$ cat src/inc/sram_pkg.sv
// shared constants, lane and control carriers, tap states and lane helpers
// assumes a single 100 MHz reference clock and one active-high reset
//
// Behaviour
// - ignore clock edges while qualifier is high
// - held qualifier stretches cycle, never deselects
// - incoming data lanes captured on rising edge
// - read data driven one cycle after address
// - drive lanes only while output enable low
// - float lanes during every write data phase
// - float lanes first clock after deselect
// - float lanes whenever the device is deselected; code still drives a prior read in the cycle the deselect is taken
// - parity lanes behave exactly like data lanes
// - each parity lane follows its byte select
// - strap high interleaved, strap low linear
// - unconnected strap reads high, interleaved
// - scan output changes on test clock fall
// - scan input sampled on test clock rise
// - mode select sampled on rise, steers tap
// - sleep input high enters sleep, keeps contents
// - sleep held low normally, pulled down inside
// - advance high counts burst, low loads address
// - burst uses two low bits and wraps
package sram_pkg;

    // -----------------------------------------------------------------
    // widths, reset values and timing counts
    // -----------------------------------------------------------------
    localparam int DATA_W = 32;
    localparam int LANES = 4;
    localparam int BYTE_W = 8;
    localparam int BURST_W = 2;
    localparam logic BURST_MODE_RESET = 1'b1;
    localparam logic [3:0] BYTE_SELECT_RESET = 4'hf;
    localparam int SLEEP_CYCLES = 2;
    localparam int SLEEP_CNT_W = 2;
    localparam int IR_W = 2;
    localparam logic [1:0] IR_RESET = 2'h1;

    // -----------------------------------------------------------------
    // carriers
    // -----------------------------------------------------------------
    typedef struct packed {
        logic [LANES-1:0] parity;
        logic [DATA_W-1:0] data;
    } lane_type;

    typedef struct packed {
        logic ce1_n;
        logic ce2;
        logic ce3_n;
        logic we_n;
        logic advance_or_load;
        logic [LANES-1:0] byte_write_select_n;
    } ctrl_type;

    typedef enum logic [15:0] {
        TAP_RESET = 16'h0001, TAP_IDLE = 16'h0002,
        TAP_SEL_DR = 16'h0004, TAP_CAP_DR = 16'h0008,
        TAP_SHIFT_DR = 16'h0010, TAP_EXIT1_DR = 16'h0020,
        TAP_PAUSE_DR = 16'h0040, TAP_EXIT2_DR = 16'h0080,
        TAP_UPD_DR = 16'h0100, TAP_SEL_IR = 16'h0200,
        TAP_CAP_IR = 16'h0400, TAP_SHIFT_IR = 16'h0800,
        TAP_EXIT1_IR = 16'h1000, TAP_PAUSE_IR = 16'h2000,
        TAP_EXIT2_IR = 16'h4000, TAP_UPD_IR = 16'h8000
    } tap_state_type;

    // -----------------------------------------------------------------
    // helpers
    // -----------------------------------------------------------------
    // merge new lanes over old where the active-low byte select is low
    function automatic lane_type lane_merge(input lane_type old_lane,
        input lane_type new_lane, input logic [LANES-1:0] bw_n);
        lane_type m;
        m = old_lane;
        for (int i = 0; i < LANES; i++)
        begin
            if (!bw_n[i])
            begin
                m.data[i*BYTE_W +: BYTE_W] = new_lane.data[i*BYTE_W +: BYTE_W];
                m.parity[i] = new_lane.parity[i];
            end
        end
        return m;
    endfunction : lane_merge

endpackage : sram_pkg

$ cat src/burst_counter.sv
// burst address counter over the two lowest address bits
// assumes load and advance are already qualified by the clock enable
`timescale 1ns/10ps

module burst_counter #(
    parameter int ADDR_W = 6
) (
    // clock and reset
    input wire logic i_ref_clk,
    input wire logic i_rst,
    // control
    input wire logic i_load,
    input wire logic i_advance,
    input wire logic i_interleave,
    input wire logic [ADDR_W-1:0] i_addr,
    // current access address
    output logic [ADDR_W-1:0] o_addr
);
    import sram_pkg::*;

    logic [ADDR_W-1:0] base_reg;
    logic [BURST_W-1:0] count_reg;
    logic [BURST_W-1:0] low_bits;

    if (ADDR_W <= BURST_W)
    begin : g_bad_addr_w
        $error("ADDR_W must exceed the burst field width");
    end

    always_ff @(posedge i_ref_clk or posedge i_rst)
    begin
        if (i_rst)
        begin
            base_reg <= '0;
            count_reg <= '0;
        end
        else if (i_load)
        begin
            base_reg <= i_addr;
            count_reg <= '0;
        end
        else if (i_advance)
            count_reg <= count_reg + 2'h1;
    end

    // interleaved xors the count in, linear adds and wraps in the group
    assign low_bits = i_interleave ? (base_reg[BURST_W-1:0] ^ count_reg)
        : (base_reg[BURST_W-1:0] + count_reg);
    assign o_addr = {base_reg[ADDR_W-1:BURST_W], low_bits};
endmodule : burst_counter

$ cat src/scan_port.sv
// boundary-scan access port with instruction and bypass registers
// assumes the test clock is sampled as an ordinary synchronous input
`timescale 1ns/10ps

module scan_port (
    // clock and reset
    input wire logic i_ref_clk,
    input wire logic i_rst,
    // scan pins
    input wire logic i_tck,
    input wire logic i_tms,
    input wire logic i_tdi,
    output logic o_tdo,
    output logic o_tdo_oe
);
    import sram_pkg::*;

    logic tck_reg;
    logic tck_rise;
    logic tck_fall;
    logic bypass_reg;
    logic [IR_W-1:0] ir_shift_reg;
    logic [IR_W-1:0] ir_reg;
    tap_state_type state_reg;
    tap_state_type state_next;

    assign tck_rise = i_tck && !tck_reg;
    assign tck_fall = !i_tck && tck_reg;

    always_ff @(posedge i_ref_clk or posedge i_rst)
    begin
        if (i_rst)
            tck_reg <= 1'b0;
        else
            tck_reg <= i_tck;
    end

    always_comb
    begin
        case (state_reg)
            TAP_RESET: state_next = i_tms ? TAP_RESET : TAP_IDLE;
            TAP_IDLE: state_next = i_tms ? TAP_SEL_DR : TAP_IDLE;
            TAP_SEL_DR: state_next = i_tms ? TAP_SEL_IR : TAP_CAP_DR;
            TAP_CAP_DR: state_next = i_tms ? TAP_EXIT1_DR : TAP_SHIFT_DR;
            TAP_SHIFT_DR: state_next = i_tms ? TAP_EXIT1_DR : TAP_SHIFT_DR;
            TAP_EXIT1_DR: state_next = i_tms ? TAP_UPD_DR : TAP_PAUSE_DR;
            TAP_PAUSE_DR: state_next = i_tms ? TAP_EXIT2_DR : TAP_PAUSE_DR;
            TAP_EXIT2_DR: state_next = i_tms ? TAP_UPD_DR : TAP_SHIFT_DR;
            TAP_UPD_DR: state_next = i_tms ? TAP_SEL_DR : TAP_IDLE;
            TAP_SEL_IR: state_next = i_tms ? TAP_RESET : TAP_CAP_IR;
            TAP_CAP_IR: state_next = i_tms ? TAP_EXIT1_IR : TAP_SHIFT_IR;
            TAP_SHIFT_IR: state_next = i_tms ? TAP_EXIT1_IR : TAP_SHIFT_IR;
            TAP_EXIT1_IR: state_next = i_tms ? TAP_UPD_IR : TAP_PAUSE_IR;
            TAP_PAUSE_IR: state_next = i_tms ? TAP_EXIT2_IR : TAP_PAUSE_IR;
            TAP_EXIT2_IR: state_next = i_tms ? TAP_UPD_IR : TAP_SHIFT_IR;
            TAP_UPD_IR: state_next = i_tms ? TAP_SEL_DR : TAP_IDLE;
            default: state_next = TAP_RESET;
        endcase
    end

    // state, shift registers and instruction move on test clock rise
    always_ff @(posedge i_ref_clk or posedge i_rst)
    begin
        if (i_rst)
        begin
            state_reg <= TAP_RESET;
            bypass_reg <= 1'b0;
            ir_shift_reg <= '0;
            ir_reg <= IR_RESET;
        end
        else if (tck_rise)
        begin
            state_reg <= state_next;
            if (state_reg == TAP_SHIFT_DR)
                bypass_reg <= i_tdi;
            else if (state_reg == TAP_CAP_DR)
                bypass_reg <= 1'b0;
            if (state_reg == TAP_SHIFT_IR)
                ir_shift_reg <= {i_tdi, ir_shift_reg[IR_W-1:1]};
            else if (state_reg == TAP_CAP_IR)
                ir_shift_reg <= IR_RESET;
            if (state_reg == TAP_UPD_IR)
                ir_reg <= ir_shift_reg;
            else if (state_reg == TAP_RESET)
                ir_reg <= IR_RESET;
        end
    end

    // every instruction selects bypass; output launched on the fall
    always_ff @(posedge i_ref_clk or posedge i_rst)
    begin
        if (i_rst)
        begin
            o_tdo <= 1'b0;
            o_tdo_oe <= 1'b0;
        end
        else if (tck_fall)
        begin
            o_tdo <= (state_reg == TAP_SHIFT_IR) ? ir_shift_reg[0]
                : bypass_reg;
            o_tdo_oe <= (state_reg == TAP_SHIFT_IR)
                || (state_reg == TAP_SHIFT_DR);
        end
    end
endmodule : scan_port

$ cat src/sram_pins.sv
// pin-level core of a pipelined burst synchronous memory
// assumes all pins synchronous to i_ref_clk; lanes and scan output split
// into input, output and output enable, resolved outside
`timescale 1ns/10ps

module sram_pins #(
    parameter int ADDR_W = 6
) (
    // clock and reset
    input wire logic i_ref_clk,
    input wire logic i_rst,
    // synchronous bus
    input wire logic i_clock_qualify_n,
    input wire sram_pkg::ctrl_type i_ctrl,
    input wire logic [ADDR_W-1:0] i_addr,
    input wire logic i_oe_n,
    // data and parity lanes
    input wire sram_pkg::lane_type i_lane,
    output sram_pkg::lane_type o_lane,
    output logic o_data_oe,
    output logic o_parity_oe,
    // strap and sleep
    input wire logic i_burst_mode,
    input wire logic i_sleep_request,
    output logic o_sleep_active,
    // boundary scan
    input wire logic i_tck,
    input wire logic i_tms,
    input wire logic i_tdi,
    output logic o_tdo,
    output logic o_tdo_oe
);
    import sram_pkg::*;

    localparam int DEPTH = 1 << ADDR_W;

    if (ADDR_W < BURST_W + 1 || ADDR_W > 16)
    begin : g_bad_addr_w
        $error("ADDR_W must lie between 3 and 16");
    end

    // -----------------------------------------------------------------
    // declarations
    // -----------------------------------------------------------------
    logic en;
    logic load;
    logic selected;
    logic mode_reg;
    logic strap_taken_reg;
    logic [SLEEP_CNT_W-1:0] sleep_cnt_reg;
    logic sleep_active_reg;
    logic s1_valid_reg;
    logic s1_write_reg;
    logic [LANES-1:0] s1_bw_reg;
    logic [ADDR_W-1:0] s1_addr;
    logic s2_write_reg;
    logic [ADDR_W-1:0] s2_addr_reg;
    logic [LANES-1:0] s2_bw_reg;
    logic drive_reg;
    lane_type out_reg;
    lane_type read_next;
    lane_type mem_reg [DEPTH];
    logic lane_oe;

    // -----------------------------------------------------------------
    // clock qualification
    // -----------------------------------------------------------------
    // a masked edge freezes every pipeline stage; nothing is deselected
    assign en = !i_clock_qualify_n && !sleep_active_reg;

    assign load = !i_ctrl.advance_or_load;
    assign selected = !i_ctrl.ce1_n && i_ctrl.ce2 && !i_ctrl.ce3_n;

    // -----------------------------------------------------------------
    // burst order strap
    // -----------------------------------------------------------------
    // the pad pull-up makes an open strap read high; taken once after
    // reset release so a later change cannot disturb a running burst
    always_ff @(posedge i_ref_clk or posedge i_rst)
    begin
        if (i_rst)
        begin
            mode_reg <= BURST_MODE_RESET;
            strap_taken_reg <= 1'b0;
        end
        else if (!strap_taken_reg)
        begin
            mode_reg <= i_burst_mode;
            strap_taken_reg <= 1'b1;
        end
    end

    // -----------------------------------------------------------------
    // sleep entry and exit
    // -----------------------------------------------------------------
    // a low request is normal operation; the pad pull-down covers an
    // open pin, so only a driven high level counts toward sleep
    always_ff @(posedge i_ref_clk or posedge i_rst)
    begin
        if (i_rst)
            sleep_cnt_reg <= '0;
        else if (i_sleep_request)
        begin
            if (sleep_cnt_reg != SLEEP_CNT_W'(SLEEP_CYCLES))
                sleep_cnt_reg <= sleep_cnt_reg + 2'h1;
        end
        else if (sleep_cnt_reg != '0)
            sleep_cnt_reg <= sleep_cnt_reg - 2'h1;
    end

    always_ff @(posedge i_ref_clk or posedge i_rst)
    begin
        if (i_rst)
            sleep_active_reg <= 1'b0;
        else if (i_sleep_request
            && sleep_cnt_reg == SLEEP_CNT_W'(SLEEP_CYCLES - 1))
            sleep_active_reg <= 1'b1;
        else if (!i_sleep_request && sleep_cnt_reg == SLEEP_CNT_W'(1))
            sleep_active_reg <= 1'b0;
    end

    assign o_sleep_active = sleep_active_reg;

    // -----------------------------------------------------------------
    // address stage
    // -----------------------------------------------------------------
    burst_counter #(
        .ADDR_W(ADDR_W)
    ) u_burst (
        .i_ref_clk(i_ref_clk),
        .i_rst(i_rst),
        .i_load(en && load && selected),
        .i_advance(en && !load),
        .i_interleave(mode_reg),
        .i_addr(i_addr),
        .o_addr(s1_addr)
    );

    // a load takes select and direction; an advance keeps both so a
    // burst continues whatever the enables and write enable show
    always_ff @(posedge i_ref_clk or posedge i_rst)
    begin
        if (i_rst)
        begin
            s1_valid_reg <= 1'b0;
            s1_write_reg <= 1'b0;
        end
        else if (en && load)
        begin
            s1_valid_reg <= selected;
            s1_write_reg <= !i_ctrl.we_n;
        end
    end

    // byte selects belong to every cycle of a burst write
    always_ff @(posedge i_ref_clk or posedge i_rst)
    begin
        if (i_rst)
            s1_bw_reg <= BYTE_SELECT_RESET;
        else if (en)
            s1_bw_reg <= i_ctrl.byte_write_select_n;
    end

    // -----------------------------------------------------------------
    // data stage
    // -----------------------------------------------------------------
    always_ff @(posedge i_ref_clk or posedge i_rst)
    begin
        if (i_rst)
        begin
            s2_write_reg <= 1'b0;
            s2_addr_reg <= '0;
            s2_bw_reg <= BYTE_SELECT_RESET;
        end
        else if (en)
        begin
            s2_write_reg <= s1_valid_reg && s1_write_reg;
            s2_addr_reg <= s1_addr;
            s2_bw_reg <= s1_bw_reg;
        end
    end

    // a read right behind a write to the same word sees the new bytes
    always_comb
    begin
        read_next = mem_reg[s1_addr];
        if (s2_write_reg && s2_addr_reg == s1_addr)
            read_next = lane_merge(read_next, i_lane, s2_bw_reg);
    end

    // drive only in the cycle after a read address; a write, a deselect
    // or the first cycle out of a deselect leaves the lanes floating
    always_ff @(posedge i_ref_clk or posedge i_rst)
    begin
        if (i_rst)
        begin
            drive_reg <= 1'b0;
            out_reg <= '0;
        end
        else if (en)
        begin
            drive_reg <= s1_valid_reg && !s1_write_reg;
            if (s1_valid_reg && !s1_write_reg)
                out_reg <= read_next;
        end
    end

    // -----------------------------------------------------------------
    // storage
    // -----------------------------------------------------------------
    // write data and parity are taken straight off the lanes at the
    // edge that closes the data phase, each byte under its own select
    always_ff @(posedge i_ref_clk)
    begin
        if (en && s2_write_reg)
            mem_reg[s2_addr_reg] <= lane_merge(mem_reg[s2_addr_reg], i_lane,
                s2_bw_reg);
    end

    // -----------------------------------------------------------------
    // lane direction
    // -----------------------------------------------------------------
    assign lane_oe = drive_reg && !i_oe_n && !sleep_active_reg;
    assign o_data_oe = lane_oe;
    assign o_parity_oe = lane_oe;
    assign o_lane = out_reg;

    // -----------------------------------------------------------------
    // boundary scan
    // -----------------------------------------------------------------
    scan_port u_scan (
        .i_ref_clk(i_ref_clk),
        .i_rst(i_rst),
        .i_tck(i_tck),
        .i_tms(i_tms),
        .i_tdi(i_tdi),
        .o_tdo(o_tdo),
        .o_tdo_oe(o_tdo_oe)
    );
endmodule : sram_pins
$ cat config.mk
export PLATFORM = sky130hd
export DESIGN_NAME = sram_pins
export DESIGN_NICKNAME = d
export VERILOG_FILES = /design/src/inc/sram_pkg.sv /design/src/burst_counter.sv /design/src/scan_port.sv /design/src/sram_pins.sv
export SDC_FILE = /design/constraint.sdc
export NUM_CORES = 2
export LEC_CHECK = 0
export BUFFER_PORTS_ARGS = -buffer_cell sky130_fd_sc_hd__buf_4
export CORE_ASPECT_RATIO = 1.5
export CORE_MARGIN = 3
export CORE_UTILIZATION = 35
export CTS_CLUSTER_DIAMETER = 120
export DETAILED_ROUTE_END_ITERATION = 6
export PLACE_DENSITY = 0.54
export SETUP_SLACK_MARGIN = 0.15
export SLEW_MARGIN = 20
export SYNTH_ARGS = -nofsm -noshare
export SYNTH_HDL_FRONTEND = slang
export SYNTH_SLANG_ARGS = --single-unit
$ cat constraint.sdc
create_clock -name i_ref_clk -period 3.3 [get_ports i_ref_clk]
set_input_delay 0.165 -clock i_ref_clk [delete_from_list [all_inputs] [get_ports i_ref_clk]]
set_output_delay 0.165 -clock i_ref_clk [all_outputs]
set_load 0.02 [all_outputs]
==> impl_metrics.ini <==
[worst_setup_path]
critical_path.cell_chain = ha_4, buf_6, buf_12, buf_12, buf_4, mux4_2, a221o_1, nor3_1, nor4_1
startpoint_type = flop
cp_common_cell = buf_12
timing.critical_path.slowest_stage_cell = mux4_2
worst-endpoint-required_ps = 4050
ws_path_type = flop to flop
cpPeakStageDelay_ps = 530
worst_path_dominant_cell_family = buffers and inverters
worstRegToRegCells = 9
category_of_the_worst_setup_path_capture_point = flop
cp_num_cells = 9
crit_arrival_ps = 3900
worstPathBufferInverterCount = 4
critical_path_peak_fanout = 25

[synth]
synth_top_flop_cell = edfxtp_1
syn_avg_cell_area_sq_um = 15.38
yosys.area.top_type_share = 0.7223
synth_enable_flop_cells = 2304
synth_fp_nets = 6292
ys_types = 71
synthDominantAreaCellType = edfxtp_1
ys_warn_count = 0
synth.cell_area_sq_mm = 0.09579
synth_sequential_area_ratio = 0.7457
async_s_r_ff_share_synth = 0.03719
synth_top_cells_by_area = edfxtp_1 (72%), mux4_2 (5.2%), nand2_1 (4.6%), mux2i_1 (2.8%), dfrtp_1 (2.1%)
synth-seq-cells = 2393
netlist_instances = 6228

[sta]
layout_worst_path_cycle_share = 0.9568
report.final.setup_viol = 0
rsz0062_at_grt = yes
fmax_mhz = 316.7
postLayoutSetupSlackWorst_ps = 142.6
final.setup_skew_ps = 46.98
final-max-slew-violation-count = 0
count_of_final_hold_check_violations = 0
worstMarginPinSlew_ps = 1224
fin_crit_ps = 3157
slew_headroom = 0.1818

[drt]
num_vias = 60410
detail-route-antenna-nets = 0
remaining_drc_errors = 0
vias_per_cell = 5.627
drt_first_iter_violations = 6638
routed_wirelength_mm = 323.1
detail_route.first_pass.iterations = 7
wl_per_cell_um = 30.10

[layout]
ratio_of_cells_with_drive_above_1_in_the_final_layout = 0.2212
finalNonFillerCells = 10740
number_of_fill_cells = 24360
design.final.nets = 7069
syn2layout_area_growth_pct = 20.12
largest_reg_flops = 2304

[placed_design]
worst_slack_after_detailed_placement_ps = -156.8
final_replace_weighted_congestion = 0.9069
place.detailed.hpwl_mm = 213.4
placement.io_buffers = 100
placedCellCount = 10200

[clock_tree]
cts.clk_slew.worst_paths_ps = 70
tritoncts = done
cts_max_path_buffers = 4
ctsRootBufferMaster = clkbuf_16
numCtsBuffers = 219
tritoncts_num_sinks = 2393
worstSkewPairLatency_ps = 890
htreeDepth = 4

[floorplanning]
io_pins = 101
site_rows = 234
area_of_the_core_region_sq_mm = 0.2717
initial_utilization = 0.3526
fp.dieArea_sq_mm = 0.2801
die_w_um = 433.2
die_y_um = 646.7

[pwr]
irDropWorstVdd_mv = 0.5878
post-layout-total-power_mw = 100.0
leakagePower_nw = 38.38
p_per_area_mw_per_mm2 = 869.4

[outcome]
run_status = finished clean

[grt]
grt_start_max_net_pins = 74
first_pass_grt_wire_length_mm = 449.9
globalRoute.totalOverflow = 0
globalRouteTotalUtil = 0.2240
antenna_violations_before_repair = 19
grt_pass1_vias = 59460

[min_path]
hold_path_depth = 3
hold_path_class = input port to flop

[flow_run]
timing.max_cap.violations = 0
==> placed cells by master (no fill, tap or decap), drive strengths merged, types with 116 or more instances in the layout <==
cell type  count
edfxtp      2304
nor3         140
nand2       1184
nand3        292
clkbuf       266
mux4         222
a31oi        116
nor2         344
buf          876
a32oi        117
mux2i        266
==> timing repair <==
| item | in CTS | in global routing |
|---|---|---|
| gates cloned | 3 | 10 |
| hold endpoints to repair | 1780 | 0 |
| gates resized for setup | 34 | 64 |
| hold buffers | 76 | 0 |
| setup buffers | 11 | 24 |
| pin swaps | 7 | 13 |
| setup endpoints to repair | 36 | 35 |
==> layout make-up <==
class	count	area (sq um)	area share
well taps	3540	4429	0.03850
multi-input cells	3414	23130	0.2010
repair buffers	965	8763	0.07616
clock buffers	256	5672	0.04929
inverters	12	52.55	0.0004567
diodes	11	27.53	0.0002392
clock inverters	144	1551	0.01348
flip-flops and latches	2393	71430	0.6208
==> where the power goes <==
group / switching [mW] / internal [mW]
clock: 11.4 / 14.8
sequential: 0.692 / 33.8
combinational: 23.4 / 16.0
==> worst min-delay path: cells and delay by family <==
kind,cells,cell delay [ps]
buffers and inverters,2,710
AO/OA/AOI/OAI,1,100
==> per-layer routing <==
layer	global-route usage	vias up	routed length [um]
met4	0.1264	6	22170
met3	0.03134	744	22170
li1	-	25690	-
met1	0.2714	31290	119100
met5	0	-	41
met2	0.3833	2679	159600
==> kinds of logic (layout without fill, tap and decap cells) <==
kind of cell | Yosys count | count (layout) | share of synthesized area
xor gates and xnor gates | 13 | 13 | 0.001411
other | 1 | 12 | 0.00003915
buffers and inverters | 421 | 1377 | 0.01788
muxes | 521 | 521 | 0.08387
and+or+nand+nor | 2149 | 2149 | 0.09560
AOI/OAI and AO/OA | 726 | 726 | 0.05502
DFF | 2393 | 2393 | 0.7457
adders and majority gates | 4 | 4 | 0.0005225
==> path summary, 6_finish.rpt <==
check                                                startpoint                               to  slack, ps
worst max-delay path            u_burst.base_reg[0]$_DFFE_PP0P_           o_lane[26]$_DFFE_PP0P_        140
worst min-delay path                                      i_tms  u_scan.state_reg[6]$_DFFE_PP0P_        140
worst max register to register  u_burst.base_reg[0]$_DFFE_PP0P_           o_lane[26]$_DFFE_PP0P_        140
worst min register to register         s1_bw_reg[1]$_DFFE_PP1P_         s2_bw_reg[1]$_DFFE_PP1P_        450
max in group asynchronous                                 i_rst             mode_reg$_DFFE_PP1N_       1950
min in group asynchronous                                 i_rst           o_lane[26]$_DFFE_PP0P_        530
==> synth_stat cells (9+ instances only) <==
cell      number
nor2b_1       10
a221oi_1      18
nor4_1        44
o31ai_1       12
mux2i_1      266
a31oi_1      116
buf_2         88
o22ai_1       30
buf_1         73
a221o_1        9
a311o_1       13
mux4_2       222
and2_1        10
or4_1         14
clkbuf_1     243
and3_1        28
nand2_1     1184
a22oi_1       27
mux2_2        33
o21ai_0       80
inv_1         12
nor3_1       140
a21oi_1      111
edfxtp_1    2304
a211oi_1      10
dfrtp_1       79
nand4_1       29
a32oi_1      117
nand3_1      292
dfstp_2       10
a311oi_1      44
o221a_2       12
o221ai_1      62
nor2_1       344
==> metrics by stage <==
stage | hold WS [ps] | cell area, sq um | setup TNS (ps) | utilization
after floorplan | 196.4 | 95790 | 0 | -
after global placement | 300.2 | 105800 | -954.4 | 0.3896
after detailed placement | 316.5 | 105900 | -673.1 | 0.3896
after CTS | 60.82 | 114200 | 0 | 0.4204
after global routing | 118.2 | 115000 | 0 | 0.4234
final | 139.9 | 115100 | 0 | 0.4235
Note: power is estimated with default switching activity, not from simulation.
